===== config.mk =====
export PLATFORM = sky130hd
export DESIGN_NAME = tpss_top
export DESIGN_NICKNAME = d
export VERILOG_FILES = /design/src/core/tpss_pkg.sv /design/src/core/tpss_steer_decode.sv /design/src/core/tpss_sync_mux.sv /design/src/core/tpss_top.sv
export SDC_FILE = /design/constraint.sdc
export NUM_CORES = 1
export LEC_CHECK = 0
export ABC_AREA = 1
export ABC_CLOCK_PERIOD_IN_PS = 1000
export BUFFER_PORTS_ARGS = -buffer_cell sky130_fd_sc_hd__buf_2
export CELL_PAD_IN_SITES_DETAIL_PLACEMENT = 1
export CELL_PAD_IN_SITES_GLOBAL_PLACEMENT = 1
export CORE_ASPECT_RATIO = 1.1
export CORE_UTILIZATION = 29
export CTS_BUF_LIST = sky130_fd_sc_hd__clkbuf_16
export DETAILED_ROUTE_END_ITERATION = 8
export PLACE_DENSITY = 0.86
export SLEW_MARGIN = 5
export SYNTH_ARGS = -nofsm -noshare
export SYNTH_HDL_FRONTEND = slang
export SYNTH_HIERARCHICAL = 1
export SYNTH_SLANG_ARGS = --single-unit
export TNS_END_PERCENT = 30

===== constraint.sdc =====
create_clock -name clk -period 1 [get_ports clk]
set_input_delay 0.25 -clock clk [delete_from_list [all_inputs] [get_ports clk]]
set_output_delay 0.25 -clock clk [all_outputs]
set_load 0.1 [all_outputs]

===== src/core/tpss_pkg.sv =====
// What this block does
// - Six outputs form three phases; each one-hot steer code drives one high/low pair.
// - Steer codes with several bits set use the lowest set bit's pair.
// - High-side enable lets the active high output follow rise and fall events.
// - Low-side enable lets the active low output follow rise and fall events.
// - Both enables clear puts active outputs at their rise state and holds them.
// - A rise event drives every modulated active output to its active level.
// - A fall event with no rise in the same cycle drives every modulated active output to its inactive level.
// - Sync source 100 takes the sibling sync output, 011 takes our own.
package tpss_pkg;

    // ----------------------------------------------------------------
    // Register map
    // ----------------------------------------------------------------
    localparam logic [3:0] TPSS_OFS_STEER  = 4'h0;
    localparam logic [3:0] TPSS_OFS_MODEN  = 4'h4;
    localparam logic [3:0] TPSS_OFS_SYNC   = 4'h8;
    localparam logic [3:0] TPSS_OFS_STATUS = 4'hc;

    localparam logic [5:0] TPSS_STEER_RST  = 6'h00;
    localparam logic [1:0] TPSS_MODEN_RST  = 2'h0;
    localparam logic [7:0] TPSS_SYNC_RST   = 8'h00;
    localparam logic [7:0] TPSS_SYNC_WMASK = 8'he7;

    localparam int TPSS_MOD_HS_BIT   = 0;
    localparam int TPSS_MOD_LS_BIT   = 1;
    localparam int TPSS_POFST_BIT    = 7;
    localparam int TPSS_PRPOL_BIT    = 6;
    localparam int TPSS_DCPOL_BIT    = 5;
    localparam int TPSS_SRC_LSB      = 0;
    localparam int TPSS_STAT_LAT_BIT = 6;
    localparam int TPSS_STAT_SYN_BIT = 7;

    localparam logic [2:0] TPSS_SRC_SIBLING = 3'b100;
    localparam logic [2:0] TPSS_SRC_SELF    = 3'b011;

    // ----------------------------------------------------------------
    // Output pairs, bit order F E D C B A
    // ----------------------------------------------------------------
    localparam logic [5:0] TPSS_HIGH_MASK = 6'h15;
    localparam logic [5:0] TPSS_LOW_MASK  = 6'h2a;
    localparam logic [5:0] TPSS_PAIR_TBL [6] = '{6'h09, 6'h21, 6'h24, 6'h06, 6'h12, 6'h18};

    // ----------------------------------------------------------------
    // Carriers
    // ----------------------------------------------------------------
    typedef struct packed {
        logic period;
        logic phase;
        logic duty;
        logic sibling;
    } tpss_evt_t;

    typedef struct packed {
        logic       pofst;
        logic       prpol;
        logic       dcpol;
        logic [2:0] src;
    } tpss_ctrl_t;

    function automatic logic [5:0] tpss_pair_mask(input logic [5:0] steer);
        logic [5:0] m;
        m = 6'h00;
        for (int i = 5; i >= 0; i--)
        begin
            if (steer[i])
            begin
                m = TPSS_PAIR_TBL[i];
            end
        end
        return m;
    endfunction : tpss_pair_mask

endpackage : tpss_pkg


===== src/core/tpss_steer_decode.sv =====
`timescale 1ns/100ps
module tpss_steer_decode (
    input  wire logic       clk,
    input  wire logic       srst,
    input  wire logic [5:0] steer,
    output logic      [5:0] pair_mask
);
    import tpss_pkg::*;

    assign pair_mask = tpss_pair_mask(steer);

    property p_multi_lowest;
        @(posedge clk) disable iff (srst)
        (steer == 6'h0c) |-> (pair_mask == 6'h24);
    endproperty
    a_multi_lowest: assert property (p_multi_lowest) else $error("lowest steer bit lost");

endmodule : tpss_steer_decode


===== src/core/tpss_sync_mux.sv =====
`timescale 1ns/100ps
module tpss_sync_mux (
    input  wire logic                clk,
    input  wire logic                srst,
    input  wire tpss_pkg::tpss_ctrl_t ctrl,
    input  wire tpss_pkg::tpss_evt_t  evt,
    output logic                     sync_out_p,
    output logic                     sync_in_p,
    output logic                     latch_set_p
);
    import tpss_pkg::*;

    // Codes 001 and 010 are not implemented and fall back to the period event.
    assign sync_out_p  = ctrl.pofst ? evt.phase : evt.period;
    assign sync_in_p   = (ctrl.src == TPSS_SRC_SIBLING) ? evt.sibling :
                         (ctrl.src == TPSS_SRC_SELF)    ? sync_out_p  : evt.period;
    assign latch_set_p = ctrl.pofst ? sync_in_p : evt.phase;

    property p_src_sibling;
        @(posedge clk) disable iff (srst)
        (ctrl.src == 3'b100) |-> (sync_in_p == evt.sibling);
    endproperty
    a_src_sibling: assert property (p_src_sibling) else $error("sibling sync not routed");

    property p_pofst_swap;
        @(posedge clk) disable iff (srst)
        (ctrl.pofst && ctrl.src == 3'b011) |-> (latch_set_p == evt.phase);
    endproperty
    a_pofst_swap: assert property (p_pofst_swap) else $error("phase offset swap wrong");

endmodule : tpss_sync_mux


===== src/core/tpss_top.sv =====
`timescale 1ns/100ps
module tpss_top (
    input  wire logic        clk,
    input  wire logic        srst,
    input  wire logic [3:0]  avs_address,
    input  wire logic        avs_read,
    input  wire logic        avs_write,
    input  wire logic [31:0] avs_writedata,
    input  wire logic [3:0]  avs_byteenable,
    output logic      [31:0] avs_readdata,
    output logic             avs_waitrequest,
    input  wire logic        period_evt_pin,
    input  wire logic        phase_evt_pin,
    input  wire logic        duty_evt_pin,
    input  wire logic        sibling_sync_pin,
    output logic             phase1_high_out,
    output logic             phase1_low_out,
    output logic             phase2_high_out,
    output logic             phase2_low_out,
    output logic             phase3_high_out,
    output logic             phase3_low_out,
    output logic             sync_out
);
    import tpss_pkg::*;

    // ----------------------------------------------------------------
    // Register bus
    // ----------------------------------------------------------------
    logic [5:0]  phase_steer_select_r;
    logic [1:0]  steer_control_one_r;
    logic [7:0]  period_sync_control_r;
    logic        ack_r;
    logic [31:0] rdata_r;
    logic        req;
    logic        take;
    logic [5:0]  out_r;
    logic        latch_r;
    logic        sync_out_r;

    assign req             = avs_read | avs_write;
    assign take            = req & ~ack_r;
    // One wait cycle lets the read data come from a flip-flop.
    assign avs_waitrequest = req & ~ack_r;
    assign avs_readdata    = rdata_r;

    always_ff @(posedge clk)
    begin
        if (srst)
        begin
            ack_r <= 1'b0;
        end
        else
        begin
            ack_r <= take;
        end
    end

    always_ff @(posedge clk)
    begin
        if (srst)
        begin
            phase_steer_select_r  <= TPSS_STEER_RST;
            steer_control_one_r   <= TPSS_MODEN_RST;
            period_sync_control_r <= TPSS_SYNC_RST;
        end
        // A write lands only on the edge at which the master sees waitrequest low.
        else if (ack_r && avs_write && avs_byteenable[0])
        begin
            unique case (avs_address)
                TPSS_OFS_STEER: phase_steer_select_r <= avs_writedata[5:0];
                TPSS_OFS_MODEN: steer_control_one_r  <= avs_writedata[1:0];
                TPSS_OFS_SYNC:  period_sync_control_r <= avs_writedata[7:0] & TPSS_SYNC_WMASK;
                default:        ;
            endcase
        end
    end

    always_ff @(posedge clk)
    begin
        if (srst)
        begin
            rdata_r <= 32'h0000_0000;
        end
        else if (take && avs_read)
        begin
            unique case (avs_address)
                TPSS_OFS_STEER:  rdata_r <= {26'h0, phase_steer_select_r};
                TPSS_OFS_MODEN:  rdata_r <= {30'h0, steer_control_one_r};
                TPSS_OFS_SYNC:   rdata_r <= {24'h0, period_sync_control_r};
                TPSS_OFS_STATUS: rdata_r <= {24'h0, sync_out_r, latch_r, out_r};
                default:         rdata_r <= 32'h0000_0000;
            endcase
        end
    end

    tpss_ctrl_t ctrl;
    logic       high_side_mod_enable;
    logic       low_side_mod_enable;

    assign high_side_mod_enable = steer_control_one_r[TPSS_MOD_HS_BIT];
    assign low_side_mod_enable  = steer_control_one_r[TPSS_MOD_LS_BIT];
    assign ctrl.pofst = period_sync_control_r[TPSS_POFST_BIT];
    assign ctrl.prpol = period_sync_control_r[TPSS_PRPOL_BIT];
    assign ctrl.dcpol = period_sync_control_r[TPSS_DCPOL_BIT];
    assign ctrl.src   = period_sync_control_r[TPSS_SRC_LSB +: 3];

    // ----------------------------------------------------------------
    // Event inputs
    // ----------------------------------------------------------------
    tpss_evt_t pin_raw;
    tpss_evt_t meta_r;
    tpss_evt_t sync_r;
    tpss_evt_t lvl;
    tpss_evt_t prev_r;
    tpss_evt_t evt_p;

    assign pin_raw = '{period: period_evt_pin, phase: phase_evt_pin,
                       duty: duty_evt_pin, sibling: sibling_sync_pin};

    always_ff @(posedge clk)
    begin
        if (srst)
        begin
            meta_r <= '0;
            sync_r <= '0;
        end
        else
        begin
            meta_r <= pin_raw;
            sync_r <= meta_r;
        end
    end

    // Only the selected period and duty inputs are affected by the invert bits.
    assign lvl.period  = sync_r.period ^ ctrl.prpol;
    assign lvl.duty    = sync_r.duty ^ ctrl.dcpol;
    assign lvl.phase   = sync_r.phase;
    assign lvl.sibling = sync_r.sibling;

    always_ff @(posedge clk)
    begin
        if (srst)
        begin
            prev_r <= '0;
        end
        else
        begin
            prev_r <= lvl;
        end
    end

    // Toggling an invert bit can itself look like an edge; change it while idle.
    genvar g;
    generate
        for (g = 0; g < 4; g++)
        begin : g_edge
            assign evt_p[g] = lvl[g] & ~prev_r[g];
        end
    endgenerate

    // ----------------------------------------------------------------
    // Synchronization and steering
    // ----------------------------------------------------------------
    logic       sync_out_p;
    logic       sync_in_p;
    logic       set_p;
    logic       fall_p;
    logic [5:0] pair_mask;
    logic [5:0] mod_mask;
    logic [5:0] out_nxt;

    tpss_sync_mux u_sync (
        .clk         (clk),
        .srst        (srst),
        .ctrl        (ctrl),
        .evt         (evt_p),
        .sync_out_p  (sync_out_p),
        .sync_in_p   (sync_in_p),
        .latch_set_p (set_p)
    );

    tpss_steer_decode u_steer (
        .clk       (clk),
        .srst      (srst),
        .steer     (phase_steer_select_r),
        .pair_mask (pair_mask)
    );

    assign fall_p = evt_p.duty;

    always_ff @(posedge clk)
    begin
        if (srst)
        begin
            sync_out_r <= 1'b0;
        end
        else
        begin
            sync_out_r <= sync_out_p;
        end
    end

    // A rise and a fall in the same cycle leave the output set.
    always_ff @(posedge clk)
    begin
        if (srst)
        begin
            latch_r <= 1'b0;
        end
        else if (set_p)
        begin
            latch_r <= 1'b1;
        end
        else if (fall_p)
        begin
            latch_r <= 1'b0;
        end
    end

    assign mod_mask = (high_side_mod_enable ? TPSS_HIGH_MASK : 6'h00) |
                      (low_side_mod_enable  ? TPSS_LOW_MASK  : 6'h00);
    // Unmodulated active outputs sit at their rise state.
    assign out_nxt  = pair_mask & (~mod_mask | {6{latch_r}});

    always_ff @(posedge clk)
    begin
        if (srst)
        begin
            out_r <= 6'h00;
        end
        else
        begin
            out_r <= out_nxt;
        end
    end

    assign phase1_high_out = out_r[0];
    assign phase1_low_out  = out_r[1];
    assign phase2_high_out = out_r[2];
    assign phase2_low_out  = out_r[3];
    assign phase3_high_out = out_r[4];
    assign phase3_low_out  = out_r[5];
    assign sync_out        = sync_out_r;

    // ----------------------------------------------------------------
    // Checks
    // ----------------------------------------------------------------
    property p_one_pair;
        @(posedge clk) disable iff (srst)
        (phase_steer_select_r == 6'h20 && steer_control_one_r == 2'h0)
            |=> (out_r == 6'h18);
    endproperty
    a_one_pair: assert property (p_one_pair) else $error("steer 20h pair wrong");

    property p_hs_fall;
        @(posedge clk) disable iff (srst)
        (fall_p && !set_p && high_side_mod_enable && $stable(steer_control_one_r))
            ##1 (!set_p && high_side_mod_enable) |=> ((out_r & TPSS_HIGH_MASK) == 6'h00);
    endproperty
    a_hs_fall: assert property (p_hs_fall) else $error("high side not modulated");

    property p_ls_fall;
        @(posedge clk) disable iff (srst)
        (fall_p && !set_p && low_side_mod_enable)
            ##1 (!set_p && low_side_mod_enable) |=> ((out_r & TPSS_LOW_MASK) == 6'h00);
    endproperty
    a_ls_fall: assert property (p_ls_fall) else $error("low side not modulated");

    property p_hold;
        @(posedge clk) disable iff (srst)
        (steer_control_one_r == 2'h0) |=> (out_r == $past(pair_mask));
    endproperty
    a_hold: assert property (p_hold) else $error("unmodulated outputs not held");

    property p_rise;
        @(posedge clk) disable iff (srst)
        (set_p ##1 $stable(pair_mask)) |=> (out_r == $past(pair_mask));
    endproperty
    a_rise: assert property (p_rise) else $error("rise did not set outputs");

    property p_fall;
        @(posedge clk) disable iff (srst)
        (fall_p && !set_p) |=> !latch_r;
    endproperty
    a_fall: assert property (p_fall) else $error("fall did not clear latch");

    property p_duty_pol;
        @(posedge clk) disable iff (srst)
        ((sync_r.duty != ctrl.dcpol) && ($past(sync_r.duty) == ctrl.dcpol) && $stable(ctrl.dcpol))
            |-> fall_p;
    endproperty
    a_duty_pol: assert property (p_duty_pol) else $error("duty polarity wrong");

endmodule : tpss_top


Word-level counts from Yosys, hierarchy flattened
Cells that the tools add are included.
{"block": "totals", "out_inout_bits": 40, "ff_bits": 67, "wordCells": 65}
{"block": "classes", "n_reduce_logical": 8, "muxes": 15, "eq_ne": 5, "n_bitwise": 17}
{"operator": "8-bit one-hot mux with 4 select lines", "n": 1}
{"operator": "6-bit two-way mux", "n": 4}
{"operator": "5-bit two-way mux", "n": 4}
{"operator": "4-bit == test (second input constant)", "n": 2}
{"operator": "6-bit bitwise AND", "n": 1}
{"operator": "1-bit two-way mux", "n": 6}
{"operator": "6-bit inverter", "n": 1}
{"operator": "5-bit by 6-bit bitwise OR with 6-bit output", "n": 1}
{"operator": "6-bit bitwise OR", "n": 1}
{"operator": "2-bit AND reduction", "n": 3}
{"operator": "1-bit bitwise AND", "n": 5}
{"operator": "1-bit inverter", "n": 5}
{"operator": "4-bit by 3-bit == test with 1-bit output (second input constant)", "n": 1}
{"operator": "4-bit zero test", "n": 1}
{"operator": "3-bit by 2-bit == test with 1-bit output (second input constant)", "n": 1}
{"operator": "3-bit == test (second input constant)", "n": 1}
{"operator": "1-bit logical AND", "n": 3}
{"operator": "2-bit nonzero test", "n": 1}
{"operator": "1-bit XOR", "n": 2}
{"operator": "1-bit bitwise OR", "n": 1}

Depth between registers and ports, before layout
{"block": "logic_depth", "depth_word": 7, "mapped_depth": 10}

Modules after synthesis
The synthesis kept the hierarchy.
{"mod": "tpss_top", "area_per_inst_um2": 1839.3, "seq_area_each_um2": 860.8, "n_inst": 1, "cells_each": 242}
{"mod": "tpss_steer_decode", "area_per_inst_um2": 80.1, "seq_area_each_um2": 0.0, "n_inst": 1, "cells_each": 15}
{"mod": "tpss_sync_mux", "area_per_inst_um2": 76.3, "seq_area_each_um2": 0.0, "n_inst": 1, "cells_each": 18}

Least setup slack after synthesis
OpenSTA, ideal clock, no wires.
{"block": "synth_timing", "kind": "register to register", "startpoint": "register ack_r", "endpoint": "register rdata_r[0], in the netlist avs_readdata[0]", "setup_time_ns": 0.070, "path_buffers": 0, "setup_slack_ns": -0.837, "stages_incl_launch_ff": 6, "arrival_ns": 1.767, "path_cell_list": "dfxtp_1 nor2_2 nand2_2 inv_2 o21ai_0 a21oi_1"}
{"block": "synth_via", "elab_chain_cells": 3}
{"element": "from (decl)", "line": "tpss_top.sv:32", "rtl": "logic ack_r;"}
{"element": "from (signal assigned)", "line": "tpss_top.sv:54", "rtl": "ack_r <= take;"}
{"element": "1-bit inverter"}
{"element": "1-bit bitwise AND"}
{"element": "net avs_waitrequest", "line": "tpss_top.sv:11", "rtl": "output logic avs_waitrequest,"}
{"element": "1-bit logical AND", "line": "tpss_top.sv:84", "rtl": "else if (take && avs_read)"}
{"element": "to (signal assigned)", "line": "tpss_top.sv:87", "rtl": "TPSS_OFS_STEER: rdata_r <= {26'h0, phase_steer_select_r};"}
{"element": "to (signal assigned)", "line": "tpss_top.sv:88", "rtl": "TPSS_OFS_MODEN: rdata_r <= {30'h0, steer_control_one_r};"}
{"element": "to (signal assigned)", "line": "tpss_top.sv:89", "rtl": "TPSS_OFS_SYNC: rdata_r <= {24'h0, period_sync_control_r};"}
{"element": "to (decl)", "line": "tpss_top.sv:33", "rtl": "logic [31:0] rdata_r;"}
The timed path passes the listed nets, and every way through them passes these cells.
A chain may end at the register's enable or synchronous reset.

Worst setup path after layout
{"block": "layout_timing", "startpoint": "register ack_r", "endpoint": "output avs_waitrequest"}
{"block": "layout_via", "elab_chain_cells": 2}
{"element": "1-bit inverter", "line": "tpss_top.sv:43", "rtl": "assign avs_waitrequest = req & ~ack_r;"}
{"element": "1-bit bitwise AND", "line": "tpss_top.sv:43"}
{"element": "to (decl)", "line": "tpss_top.sv:11"}
No other way between the ends.

==> flow_summary.ini <==
[place]
placed_cells = 409
dpl.hpwl_um = 3910
place.gp.congestion = 0.833
port_buffers = 36

[final_layout]
layout_commonest_cell = nand2_1
area_growth_pct = 49.2
drive_gt1_frac = 0.400
layout_common_cells = 69 x nand2_1, 26 x inv_1, 26 x nor2_1
diodes = 0
fillerInstances = 808
instances_no_fill = 422
fin_nets = 387
postLayoutCoreUtil = 0.449

[power_and_ir_drop]
p_clk_frac = 0.402
power_density_mw_per_mm2 = 1430
p_comb_frac = 0.184
vdd_drop_max_mv = 1.10
power_switching_mw = 1.38
power_leakage_nw = 1.31
seq_power_share = 0.415
cell_internal_pwr_mw = 2.85
switching_share = 0.326

[cts]
numCtsBuffers = 5
clk_path_buf_depth = 2
cts_root_buf = clkbuf_16
h-tree-depth = 2
cts.sinks = 43
path_clk_slew_ns = 0.07
cts_tree = yes
insertion_delay_ns = 0.29

[yosys]
avgSynthCellArea_um2 = 7.27
synthCells = 273
yosys_warnings = 6
synthesis.area_mm2 = 0.00199

[critical_path]
end_kind = primary output
crit_arrival_ns = 1.05
slowest_stage = dfxtp_2
crit_required_ns = 0.75
crit_chain = buf_6, nor2_4, buf_12
cpPeakStageDelay_ns = 0.32
regToRegSetupSlack_ns = -0.21
start_kind = register
path_max_fanout = 2
critical_path_class = reg -> out

[run]
drv_cap = 0

[sta]
fin_crit_ns = 1.30
min_period_over_period = 1.30
setup_viol = 39
fin_skew_ns = 0.00625
rsz0062_at_grt = true
worst_slack_ns = -0.297
slew_viol_final = 0
hold_viol_final = 0
timing.fmax_mhz = 771
fin_setup_tns_ns = -5.38

[floorplan]
die_h_um = 88.8
num_rows = 31
start_util = 0.301
fp.coreArea_mm2 = 0.00659
ios = 88
die_w_um = 80.9
design.die.area_mm2 = 0.00718

[detailed_routing]
dr.first_iter.drc_count = 41
drc = 0
viasPerCell = 4.49
first_pass_iters = 4
routed_wl_um = 5690
routedWlPerCell_um = 13.5
num_vias = 1895
ant_nets = 0

[global_routing]
grt_overflow_total = 0
grt_antenna_before_repair = 0
grtUsageTotal = 0.164
grt_pass1_wl_um = 8680
grt_max_degree = 19
grt_pass1_vias = 1857

[worst_hold_path]
hp-class = in -> reg

[outcome]
run_status = finished, violations left
violations = setup timing
power groups by stage:
stage / clock, mW / combinational (mW) / sequential (mW)
after floorplan: 0 / 0.613 / 1.81
after global placement: 0 / 0.698 / 1.79
after detailed placement: 0 / 0.711 / 1.79
after CTS: 1.73 / 0.746 / 1.76
after global routing: 1.80 / 0.814 / 1.75
final: 1.70 / 0.775 / 1.75
timing repair:
item / in CTS / in global routing
buffers inserted: 3 / 2
hold buffers: 0 / 0
setup endpoints to repair: 40 / 44
pin swaps: 16 / 11
gates resized for setup: 27 / 27
cloned: 0 / 0
worst max-delay path: cells and delay by family, from the launching register on:
family                 cells  cell delay (ns)
buffers and inverters      2             0.31
AND/OR/NAND/NOR            1             0.13
flip-flops                 1             0.32
path summary, 6_finish.rpt:
kind                             start                           end  cells past startpoint
setup / recovery      ack_r$_SDFF_PP0_               avs_waitrequest                      3
hold / removal          period_evt_pin          meta_r[3]$_SDFF_PP0_                      3
setup reg to reg      ack_r$_SDFF_PP0_  avs_readdata[0]$_SDFFE_PP0P_                      8
hold reg to reg   meta_r[3]$_SDFF_PP0_          sync_r[3]$_SDFF_PP0_                      2
sequential cells by signal, indices dropped and copies added (netlist names):
signal / cells
ack_r: 1
avs_readdata: 8
latch_r: 1
lvl: 2
meta_r: 4
out_r: 6
period_sync_control_r: 6
phase_steer_select_r: 6
prev_r: 4
steer_control_one_r: 2
sync_out: 1
sync_r: 2
cell type report:
type	count	area [µm²]	area share
Tap cell	82	103	0.0346
Multi-Input combinational cell	192	1010	0.340
Timing Repair Buffer	66	684	0.231
Clock buffer	5	125	0.0422
Inverter	31	124	0.0418
Clock inverter	3	26.3	0.00887
Sequential cell	43	895	0.302
metrics by stage:
step	hold WS (ns)	area, µm²	power (mW)	setup slack [ns]
final	0.152	2960	4.22	-0.297
after global routing	0.157	2960	4.37	-0.329
after CTS	0.150	2870	4.23	-0.287
after detailed placement	0.399	2610	2.50	-0.299
after global placement	0.391	2610	2.49	-0.215
after floorplan	0.357	2100	2.42	-0.325
routing by layer:
metal / track usage / vias to the layer above / wire length, µm / part of all wire
met5: 0 / - / 0 / 0
met4: 0.0909 / 0 / 168 / 0.030
met3: 0.0392 / 15 / 304 / 0.053
met2: 0.294 / 60 / 2980 / 0.52
met1: 0.175 / 895 / 2240 / 0.39
li1: - / 925 / - / -
Note: power is estimated with default switching activity, not from simulation.
